<file path="src/pkg/tcr5_pkg.sv">
// Purpose: constants for the thermal format and pin configuration block
// Assumes: apb with 32-bit data, one aligned word per register
// Notes: offset 0x7d is not a multiple of four, so 0x7c/0x7d are indices
package tcr5_pkg;
    localparam logic [7:0] TCR5_IDX_CFG5 = 8'h7c;
    localparam logic [7:0] TCR5_IDX_CFG4 = 8'h7d;
    localparam logic [7:0] TCR5_IDX_LOCK = 8'h80;
    localparam logic [7:0] TCR5_IDX_LIM_R1 = 8'h81;
    localparam logic [7:0] TCR5_IDX_LIM_LOC = 8'h82;
    localparam logic [7:0] TCR5_IDX_LIM_R2 = 8'h83;
    localparam logic [7:0] TCR5_IDX_STAT = 8'h84;
    localparam logic [7:0] TCR5_IDX_TEMP_R1 = 8'h85;
    localparam logic [7:0] TCR5_IDX_TEMP_LOC = 8'h86;
    localparam logic [7:0] TCR5_IDX_TEMP_R2 = 8'h87;
    localparam logic [7:0] TCR5_RST_CFG5 = 8'h01;
    localparam logic [7:0] TCR5_RST_CFG4 = 8'h00;
    localparam logic [7:0] TCR5_RST_LIM = 8'h7f;
    localparam int TCR5_B_FMT = 0;
    localparam int TCR5_B_OFS = 1;
    localparam int TCR5_B_DIR = 2;
    localparam int TCR5_B_POL = 3;
    localparam int TCR5_B_VID = 4;
    localparam int TCR5_B_R1 = 5;
    localparam int TCR5_B_LOC = 6;
    localparam int TCR5_B_R2 = 7;
    localparam int TCR5_B_GDIS = 2;
    localparam logic [1:0] TCR5_FUNC_GP6 = 2'b11;
    localparam logic [7:0] TCR5_DIS_OFS64 = 8'h00;
    localparam logic [7:0] TCR5_DIS_TWOS = 8'h80;
    localparam logic [7:0] TCR5_OFS64_BIAS = 8'h40;
endpackage : tcr5_pkg

</file>
<file path="src/hdl/tcr5_top.sv">
// Purpose: configuration register five with apb access and pin steering
// Assumes: temperatures arrive in twos complement from the measurement path
// Notes: limits are stored in the current format and recoded on a change
//
// The APB interface to the registers was chosen for this implementation.
`timescale 1ns/1ps
module tcr5_top
    import tcr5_pkg::*;
(
    input wire logic CLOCK,
    input wire logic SYS_RST,
    input wire logic PSEL,
    input wire logic PENABLE,
    input wire logic PWRITE,
    input wire logic [31:0] PADDR,
    input wire logic [31:0] PWDATA,
    output logic [31:0] PRDATA,
    output logic PREADY,
    output logic PSLVERR,
    input wire logic [7:0] TEMP_R1,
    input wire logic [7:0] TEMP_LOC,
    input wire logic [7:0] TEMP_R2,
    input wire logic OVERTEMP_PIN_I,
    output logic OVERTEMP_PIN_O,
    output logic OVERTEMP_PIN_OE_N,
    input wire logic GP_PIN6_I,
    input wire logic GP_PIN6_LEVEL,
    output logic GP_PIN6_O,
    output logic GP_PIN6_OE_N,
    output logic VOLTAGE_ID_PIN_SELECT,
    output logic TEMP_FORMAT_SELECT,
    output logic OFFSET_RANGE_SELECT
);
    import tcr5_pkg::*;

    // ==========================================================
    // pin synchronisers
    logic [2:0] sync1_ff, sync2_ff;
    logic [2:0] nxt_sync1, nxt_sync2;
    always_comb begin
        nxt_sync1 = {OVERTEMP_PIN_I, GP_PIN6_I, GP_PIN6_LEVEL};
        nxt_sync2 = sync1_ff;
    end
    always_ff @(posedge CLOCK) begin
        sync1_ff <= nxt_sync1;
        sync2_ff <= nxt_sync2;
    end

    // ==========================================================
    // register file and apb slave
    logic [7:0] cfg5_ff, cfg4_ff, lim_r1_ff, lim_loc_ff, lim_r2_ff;
    logic lock_ff;
    logic [7:0] nxt_cfg5, nxt_cfg4, nxt_lim_r1, nxt_lim_loc, nxt_lim_r2;
    logic nxt_lock;
    logic [31:0] prdata_ff, nxt_prdata;
    logic pready_ff, nxt_pready, pslverr_ff, nxt_pslverr;
    logic [2:0] drive_ff, nxt_drive;
    logic gp_o_ff, gp_oe_n_ff, ot_o_ff, ot_oe_n_ff;
    logic nxt_gp_o, nxt_gp_oe_n, nxt_ot_o, nxt_ot_oe_n;

    logic access, hit, aligned, wr;
    logic [7:0] idx, wdat;
    logic fmt_flip;

    // recode a stored limit between the two formats
    function automatic logic [7:0] tcr5_recode(input logic [7:0] v,
                                               input logic to_twos);
        logic [7:0] r;
        r = to_twos ? v - TCR5_OFS64_BIAS : v + TCR5_OFS64_BIAS;
        if (to_twos && v == TCR5_DIS_OFS64) begin
            r = TCR5_DIS_TWOS;
        end
        if (!to_twos && v == TCR5_DIS_TWOS) begin
            r = TCR5_DIS_OFS64;
        end
        return r;
    endfunction : tcr5_recode

    // convert a twos complement reading into the selected format
    function automatic logic [7:0] tcr5_fmt(input logic [7:0] v,
                                            input logic twos);
        return twos ? v : v + TCR5_OFS64_BIAS;
    endfunction : tcr5_fmt

    always_comb begin
        access = PSEL && PENABLE && !pready_ff;
        aligned = (PADDR[1:0] == 2'b00) && (PADDR[31:10] == 22'h0);
        idx = PADDR[9:2];
        wdat = PWDATA[7:0];
        hit = aligned && (idx == TCR5_IDX_CFG5 || idx == TCR5_IDX_CFG4 ||
              idx == TCR5_IDX_LOCK || idx == TCR5_IDX_LIM_R1 ||
              idx == TCR5_IDX_LIM_LOC || idx == TCR5_IDX_LIM_R2 ||
              idx == TCR5_IDX_STAT || idx == TCR5_IDX_TEMP_R1 ||
              idx == TCR5_IDX_TEMP_LOC || idx == TCR5_IDX_TEMP_R2);
        wr = access && PWRITE && hit;
        nxt_cfg5 = cfg5_ff;
        nxt_cfg4 = cfg4_ff;
        nxt_lock = lock_ff;
        nxt_lim_r1 = lim_r1_ff;
        nxt_lim_loc = lim_loc_ff;
        nxt_lim_r2 = lim_r2_ff;
        fmt_flip = 1'b0;
        if (wr && !lock_ff) begin
            case (idx)
                TCR5_IDX_CFG5: begin
                    nxt_cfg5 = wdat;
                    fmt_flip = wdat[TCR5_B_FMT] != cfg5_ff[TCR5_B_FMT];
                end
                TCR5_IDX_CFG4: nxt_cfg4 = wdat;
                TCR5_IDX_LOCK: nxt_lock = wdat[0];
                TCR5_IDX_LIM_R1: nxt_lim_r1 = wdat;
                TCR5_IDX_LIM_LOC: nxt_lim_loc = wdat;
                TCR5_IDX_LIM_R2: nxt_lim_r2 = wdat;
                default: ;
            endcase
        end
        if (fmt_flip) begin
            nxt_lim_r1 = tcr5_recode(lim_r1_ff, wdat[TCR5_B_FMT]);
            nxt_lim_loc = tcr5_recode(lim_loc_ff, wdat[TCR5_B_FMT]);
            nxt_lim_r2 = tcr5_recode(lim_r2_ff, wdat[TCR5_B_FMT]);
        end
        nxt_pready = access;
        nxt_pslverr = access && !hit;
        nxt_prdata = prdata_ff;
        if (access && !PWRITE) begin
            nxt_prdata = 32'h0;
            case (idx)
                TCR5_IDX_CFG5: nxt_prdata[7:0] = cfg5_ff;
                TCR5_IDX_CFG4: nxt_prdata[7:0] = cfg4_ff;
                TCR5_IDX_LOCK: nxt_prdata[0] = lock_ff;
                TCR5_IDX_LIM_R1: nxt_prdata[7:0] = lim_r1_ff;
                TCR5_IDX_LIM_LOC: nxt_prdata[7:0] = lim_loc_ff;
                TCR5_IDX_LIM_R2: nxt_prdata[7:0] = lim_r2_ff;
                TCR5_IDX_STAT: nxt_prdata[4:0] = {drive_ff, sync2_ff[1],
                                                  sync2_ff[2]};
                TCR5_IDX_TEMP_R1: nxt_prdata[7:0] =
                    tcr5_fmt(TEMP_R1, cfg5_ff[TCR5_B_FMT]);
                TCR5_IDX_TEMP_LOC: nxt_prdata[7:0] =
                    tcr5_fmt(TEMP_LOC, cfg5_ff[TCR5_B_FMT]);
                TCR5_IDX_TEMP_R2: nxt_prdata[7:0] =
                    tcr5_fmt(TEMP_R2, cfg5_ff[TCR5_B_FMT]);
                default: nxt_prdata = 32'h0;
            endcase
        end
    end

    // ==========================================================
    // overtemperature and pin 6 steering
    logic [7:0] r1_f, loc_f, r2_f, dis_code;
    logic gp6_active;
    always_comb begin
        r1_f = tcr5_fmt(TEMP_R1, cfg5_ff[TCR5_B_FMT]);
        loc_f = tcr5_fmt(TEMP_LOC, cfg5_ff[TCR5_B_FMT]);
        r2_f = tcr5_fmt(TEMP_R2, cfg5_ff[TCR5_B_FMT]);
        dis_code = cfg5_ff[TCR5_B_FMT] ? TCR5_DIS_TWOS : TCR5_DIS_OFS64;
        // twos compare by flipping sign, offset-64 is already unsigned
        nxt_drive[0] = cfg5_ff[TCR5_B_R1] && lim_r1_ff != dis_code &&
            ({r1_f[7] ^ cfg5_ff[TCR5_B_FMT], r1_f[6:0]} >
             {lim_r1_ff[7] ^ cfg5_ff[TCR5_B_FMT], lim_r1_ff[6:0]});
        nxt_drive[1] = cfg5_ff[TCR5_B_LOC] && lim_loc_ff != dis_code &&
            ({loc_f[7] ^ cfg5_ff[TCR5_B_FMT], loc_f[6:0]} >
             {lim_loc_ff[7] ^ cfg5_ff[TCR5_B_FMT], lim_loc_ff[6:0]});
        nxt_drive[2] = cfg5_ff[TCR5_B_R2] && lim_r2_ff != dis_code &&
            ({r2_f[7] ^ cfg5_ff[TCR5_B_FMT], r2_f[6:0]} >
             {lim_r2_ff[7] ^ cfg5_ff[TCR5_B_FMT], lim_r2_ff[6:0]});
        if (cfg4_ff[TCR5_B_GDIS]) begin
            nxt_drive = 3'b000;
        end
        // open drain, active low: pull low while any channel is hot
        nxt_ot_o = 1'b0;
        nxt_ot_oe_n = !(|drive_ff);
        gp6_active = cfg4_ff[1:0] == TCR5_FUNC_GP6;
        nxt_gp_oe_n = !(gp6_active && cfg5_ff[TCR5_B_DIR]);
        nxt_gp_o = cfg5_ff[TCR5_B_POL] ? sync2_ff[0] : !sync2_ff[0];
    end

    always_ff @(posedge CLOCK) begin
        if (SYS_RST) begin
            cfg5_ff <= TCR5_RST_CFG5;
            cfg4_ff <= TCR5_RST_CFG4;
            lock_ff <= 1'b0;
            lim_r1_ff <= TCR5_RST_LIM;
            lim_loc_ff <= TCR5_RST_LIM;
            lim_r2_ff <= TCR5_RST_LIM;
            prdata_ff <= 32'h0;
            pready_ff <= 1'b0;
            pslverr_ff <= 1'b0;
            drive_ff <= 3'b000;
            ot_o_ff <= 1'b0;
            ot_oe_n_ff <= 1'b1;
            gp_o_ff <= 1'b0;
            gp_oe_n_ff <= 1'b1;
        end else begin
            cfg5_ff <= nxt_cfg5;
            cfg4_ff <= nxt_cfg4;
            lock_ff <= nxt_lock;
            lim_r1_ff <= nxt_lim_r1;
            lim_loc_ff <= nxt_lim_loc;
            lim_r2_ff <= nxt_lim_r2;
            prdata_ff <= nxt_prdata;
            pready_ff <= nxt_pready;
            pslverr_ff <= nxt_pslverr;
            drive_ff <= nxt_drive;
            ot_o_ff <= nxt_ot_o;
            ot_oe_n_ff <= nxt_ot_oe_n;
            gp_o_ff <= nxt_gp_o;
            gp_oe_n_ff <= nxt_gp_oe_n;
        end
    end

    // ==========================================================
    // outputs
    always_comb begin
        PRDATA = prdata_ff;
        PREADY = pready_ff;
        PSLVERR = pslverr_ff;
        OVERTEMP_PIN_O = ot_o_ff;
        OVERTEMP_PIN_OE_N = ot_oe_n_ff;
        GP_PIN6_O = gp_o_ff;
        GP_PIN6_OE_N = gp_oe_n_ff;
        VOLTAGE_ID_PIN_SELECT = cfg5_ff[TCR5_B_VID];
        TEMP_FORMAT_SELECT = cfg5_ff[TCR5_B_FMT];
        OFFSET_RANGE_SELECT = cfg5_ff[TCR5_B_OFS];
    end
endmodule : tcr5_top

</file>
<file path="config.mk">
export PLATFORM = sky130hd
export DESIGN_NAME = tcr5_top
export DESIGN_NICKNAME = d
export VERILOG_FILES = /design/src/pkg/tcr5_pkg.sv /design/src/hdl/tcr5_top.sv
export SDC_FILE = /design/constraint.sdc
export NUM_CORES = 1
export LEC_CHECK = 0
export BUFFER_PORTS_ARGS = -buffer_cell sky130_fd_sc_hd__buf_2
export CORE_AREA = 4 4 91 110
export DETAILED_ROUTE_END_ITERATION = 8
export DIE_AREA = 0 0 95 114
export GPL_TIMING_DRIVEN = 0
export PLACE_DENSITY_LB_ADDON = 0.12
export SYNTH_ARGS = -nofsm -noshare
export SYNTH_HDL_FRONTEND = slang
export SYNTH_SLANG_ARGS = --single-unit
</file>
<file path="constraint.sdc">
create_clock -name CLOCK -period 3.05 [get_ports CLOCK]
set_input_delay 0.1525 -clock CLOCK [delete_from_list [all_inputs] [get_ports CLOCK]]
set_output_delay 0.1525 -clock CLOCK [all_outputs]
set_load 0.02 [all_outputs]
</file>
==> impl_metrics.json <==
{
  "outcome": "finished, final reports clean",
  "crit_fanout": 10,
  "end_kind": "flop",
  "rsz0062_at_grt": "false",
  "cpMaxStageDelayCell": "buf_1",
  "yosysWarnings": 0,
  "relSlewSlack": 0.157,
  "post_cts_resized": 0,
  "synth_top_family_by_area": "simple AND/OR/NAND/NOR gates",
  "vias_per_cell": 6.12,
  "clkPwrFrac": 0.431,
  "hp-start": "PWDATA[6]",
  "antenna_cells": 0,
  "fmax_mhz": 410,
  "swShare": 0.274,
  "overflow": 0,
  "dieHeight_um": 114,
  "tritoncts": "yes",
  "critPathLaunchType": "flop",
  "yosys.area_share.simple": 0.242,
  "rr_worst_depth": 9,
  "syn_inst": 532,
  "die-area_um2": 10800,
  "ctsHtreeMaxLevel": 3,
  "synth_fa_ha_area_frac": 0.0685,
  "clk_pin_slew_ps": 80,
  "firstDrtPassIters": 5,
  "cts_made_buffers": 9,
  "drt_first_iter_violations": 382,
  "wl_met1_um": 6290,
  "cp_num_buf_inv": 2,
  "start_util": 0.490,
  "dr_wl_met3_um": 1390,
  "final_nets": 773,
  "crit_chain": "buf_2, buf_1, nor2_1, xnor2_1, ha_1, nand4_1, o211ai_1, a31oi_1, o31a_1",
  "setup_viol": 0,
  "stdcell_count": 778,
  "synth_edf_count": 0,
  "cts_setup_buffers": 0,
  "clock-root-buffer": "clkbuf_8",
  "p_sw_mw": 0.538,
  "crit_type": "reg2reg",
  "highest_layer": "met4",
  "syn_avg_cell_area_um2": 8.24,
  "clk_latency_ps": 350,
  "detail-route-antenna-nets": 0,
  "n_fill_cell": 868,
  "slowest_delay_ps": 550,
  "rows": 38,
  "drt-total-wl_um": 15800,
  "wl_per_cell_um": 20.3,
  "ys.flop_type": "dfxtp_1",
  "synth-xor-area-share": 0.0300,
  "p_int_mw": 1.42,
  "route.detailed.drc": 0,
  "worst-r2r-setup-slack_ps": 610,
  "worst_slew_pin_slew_ps": 1250,
  "final_common_cell": "buf_2",
  "grt_pass1_vias": 4498,
  "antenna_found_initial": 0,
  "regArea_um2": 1260,
  "die_width_um": 95,
  "dp_cells": 759,
  "clock_sinks": 63,
  "holdPathStages": 3,
  "powerDensity_nw_per_um2": 371,
  "vias": 4758,
  "critPathTopFamily": "buffers and inverters",
  "port_buffers": 83,
  "finalHoldViolCount": 0,
  "grt_pass1_wl_um": 24500,
  "synth-compound-area-share": 0.217,
  "grt_use_total": 0.299,
  "reg2reg_from": "cfg5_ff[0]",
  "wl_met2_um": 7640,
  "ios": 137,
  "synthesis.area_um2": 4380,
  "synth_top_area_cell": "dfxtp_1",
  "clockBufferDepth": 2,
  "synthArstFlopShare": 0,
  "required_ps": 3350,
  "ys_seq_area_frac": 0.288,
  "p_leak_nw": 2.30,
  "cap_violations": 0,
  "fin_crit_ps": 2440,
  "multiInputGateArea_um2": 2790,
  "grt_max_degree": 12,
  "layout-drive-gt1-share": 0.246,
  "syn_to_final_growth_pct": 20.7,
  "holdBufCountCts": 3,
  "tns_ps": 0,
  "fin_util": 0.592,
  "pwr-share-seq": 0.423,
  "post-route-period-util": 0.799,
  "core_area_um2": 8940,
  "synthMuxAreaShare": 0.0577,
  "power_frac_comb": 0.146,
  "final_cell_mix": "buf_2 (92), dfxtp_1 (63), o21ai_0 (48), nand3_1 (42), nand4_1 (34)",
  "place_hpwl_um": 12400,
  "clock_skew_ps": 8.28,
  "hold_end": "cfg4_ff[6]",
  "synth.top_cell.area_share": 0.288,
  "globalplace.congestion": 0.965,
  "ir_drop_mv": 0.199,
  "r2r-end": "drive_ff[2]",
  "synth-seq-cells": 63,
  "maxSlewViolCount": 0,
  "cp_data_arrival_time_ps": 2740,
  "synth_cell_types": 68,
  "synthTopCellsByArea": "dfxtp_1 (29%), ha_1 (6.9%), o21ai_0 (5.5%), nand4_1 (4.9%), nand3_1 (4.8%)",
  "hp-class": "in2reg"
}
-- Yosys cell counts (all sizes together), types with 7 or more instances --
master	number
a22oi	7
nor4	10
nor2	20
xnor2	13
nand2	23
inv	28
clkbuf	18
buf	37
nor2b	7
nor3	12
a21oi	28
ha	24
nand3	42
dfxtp	63
nand4	36
o21ai	49
mux2	8
-- worst register-to-register path, delay by kind of cell, from the launching register on --
family	cells	cell delay, ps
buf+inv	2	760
xor+xnor	1	270
simple gates	2	280
compound gates	3	450
flops	1	340
fa+ha+maj	1	290
-- state kept, by name (all words and copies together) (netlist names), 8 cells and up --
name and flops:
PRDATA 8, cfg4_ff 8, cfg5_ff 8, lim_loc_ff 8, lim_r1_ff 8, lim_r2_ff 8
-- worst max-delay path by stage --
stage	end	start	depth (start not counted)	slack, ps
after floorplan	drive_ff[0]	cfg5_ff[0]	9	1040
after global placement	PRDATA[7]	PADDR[3]	7	680
after detailed placement	PRDATA[7]	PADDR[3]	7	670
after CTS	drive_ff[2]	cfg5_ff[0]	9	650
after global routing	drive_ff[2]	cfg5_ff[0]	9	440
final	drive_ff[2]	cfg5_ff[0]	9	610
-- layout make-up --
class / count / share of cell area
flip-flops and latches: 63 / 0.238
clock inverters: 5 / 0.0154
repair buffers: 86 / 0.0842
well taps: 120 / 0.0284
inverters: 29 / 0.0206
clock buffers: 11 / 0.0267
plain buffers: 55 / 0.0589
multi-input cells: 409 / 0.527
-- routing by layer --
layer  GRT usage  vias to the layer above
li1            -                     2211
met1       0.387                     2244
met2       0.498                      272
met3      0.0402                       31
met4       0.120                        0
met5           0                        -
-- cells by family after synthesis --
logic type | after synthesis
XOR/XNOR | 15
flip-flops | 63
AND/OR/NAND/NOR | 182
adder cells (fa/ha/maj) | 24
multiplexers | 18
other | 1
AO/OA/AOI/OAI | 145
buffers and inverters | 84
-- power groups by stage --
stage / combinational [mW] / clock [mW] / sequential (mW)
2_1_floorplan: 0.167 / 0 / 0.852
3_3_place_gp: 0.273 / 0 / 0.850
3_5_place_dp: 0.277 / 0 / 0.850
4_1_cts: 0.281 / 0.850 / 0.831
5_1_grt: 0.308 / 0.883 / 0.831
6_report: 0.286 / 0.846 / 0.831
-- metrics by stage --
stage / worst slack [ps] / total power, mW / instance area, um^2 / hold WS, ps
floorplan: 1040 / 1.02 / 4470 / 180
global route: 438 / 2.02 / 5290 / 124
finish: 612 / 1.96 / 5290 / 113
global placement: 676 / 1.12 / 5040 / 254
detailed placement: 668 / 1.13 / 5040 / 259
CTS: 651 / 1.96 / 5290 / 99.6
No activity file was read; power rests on OpenSTA's default activity.
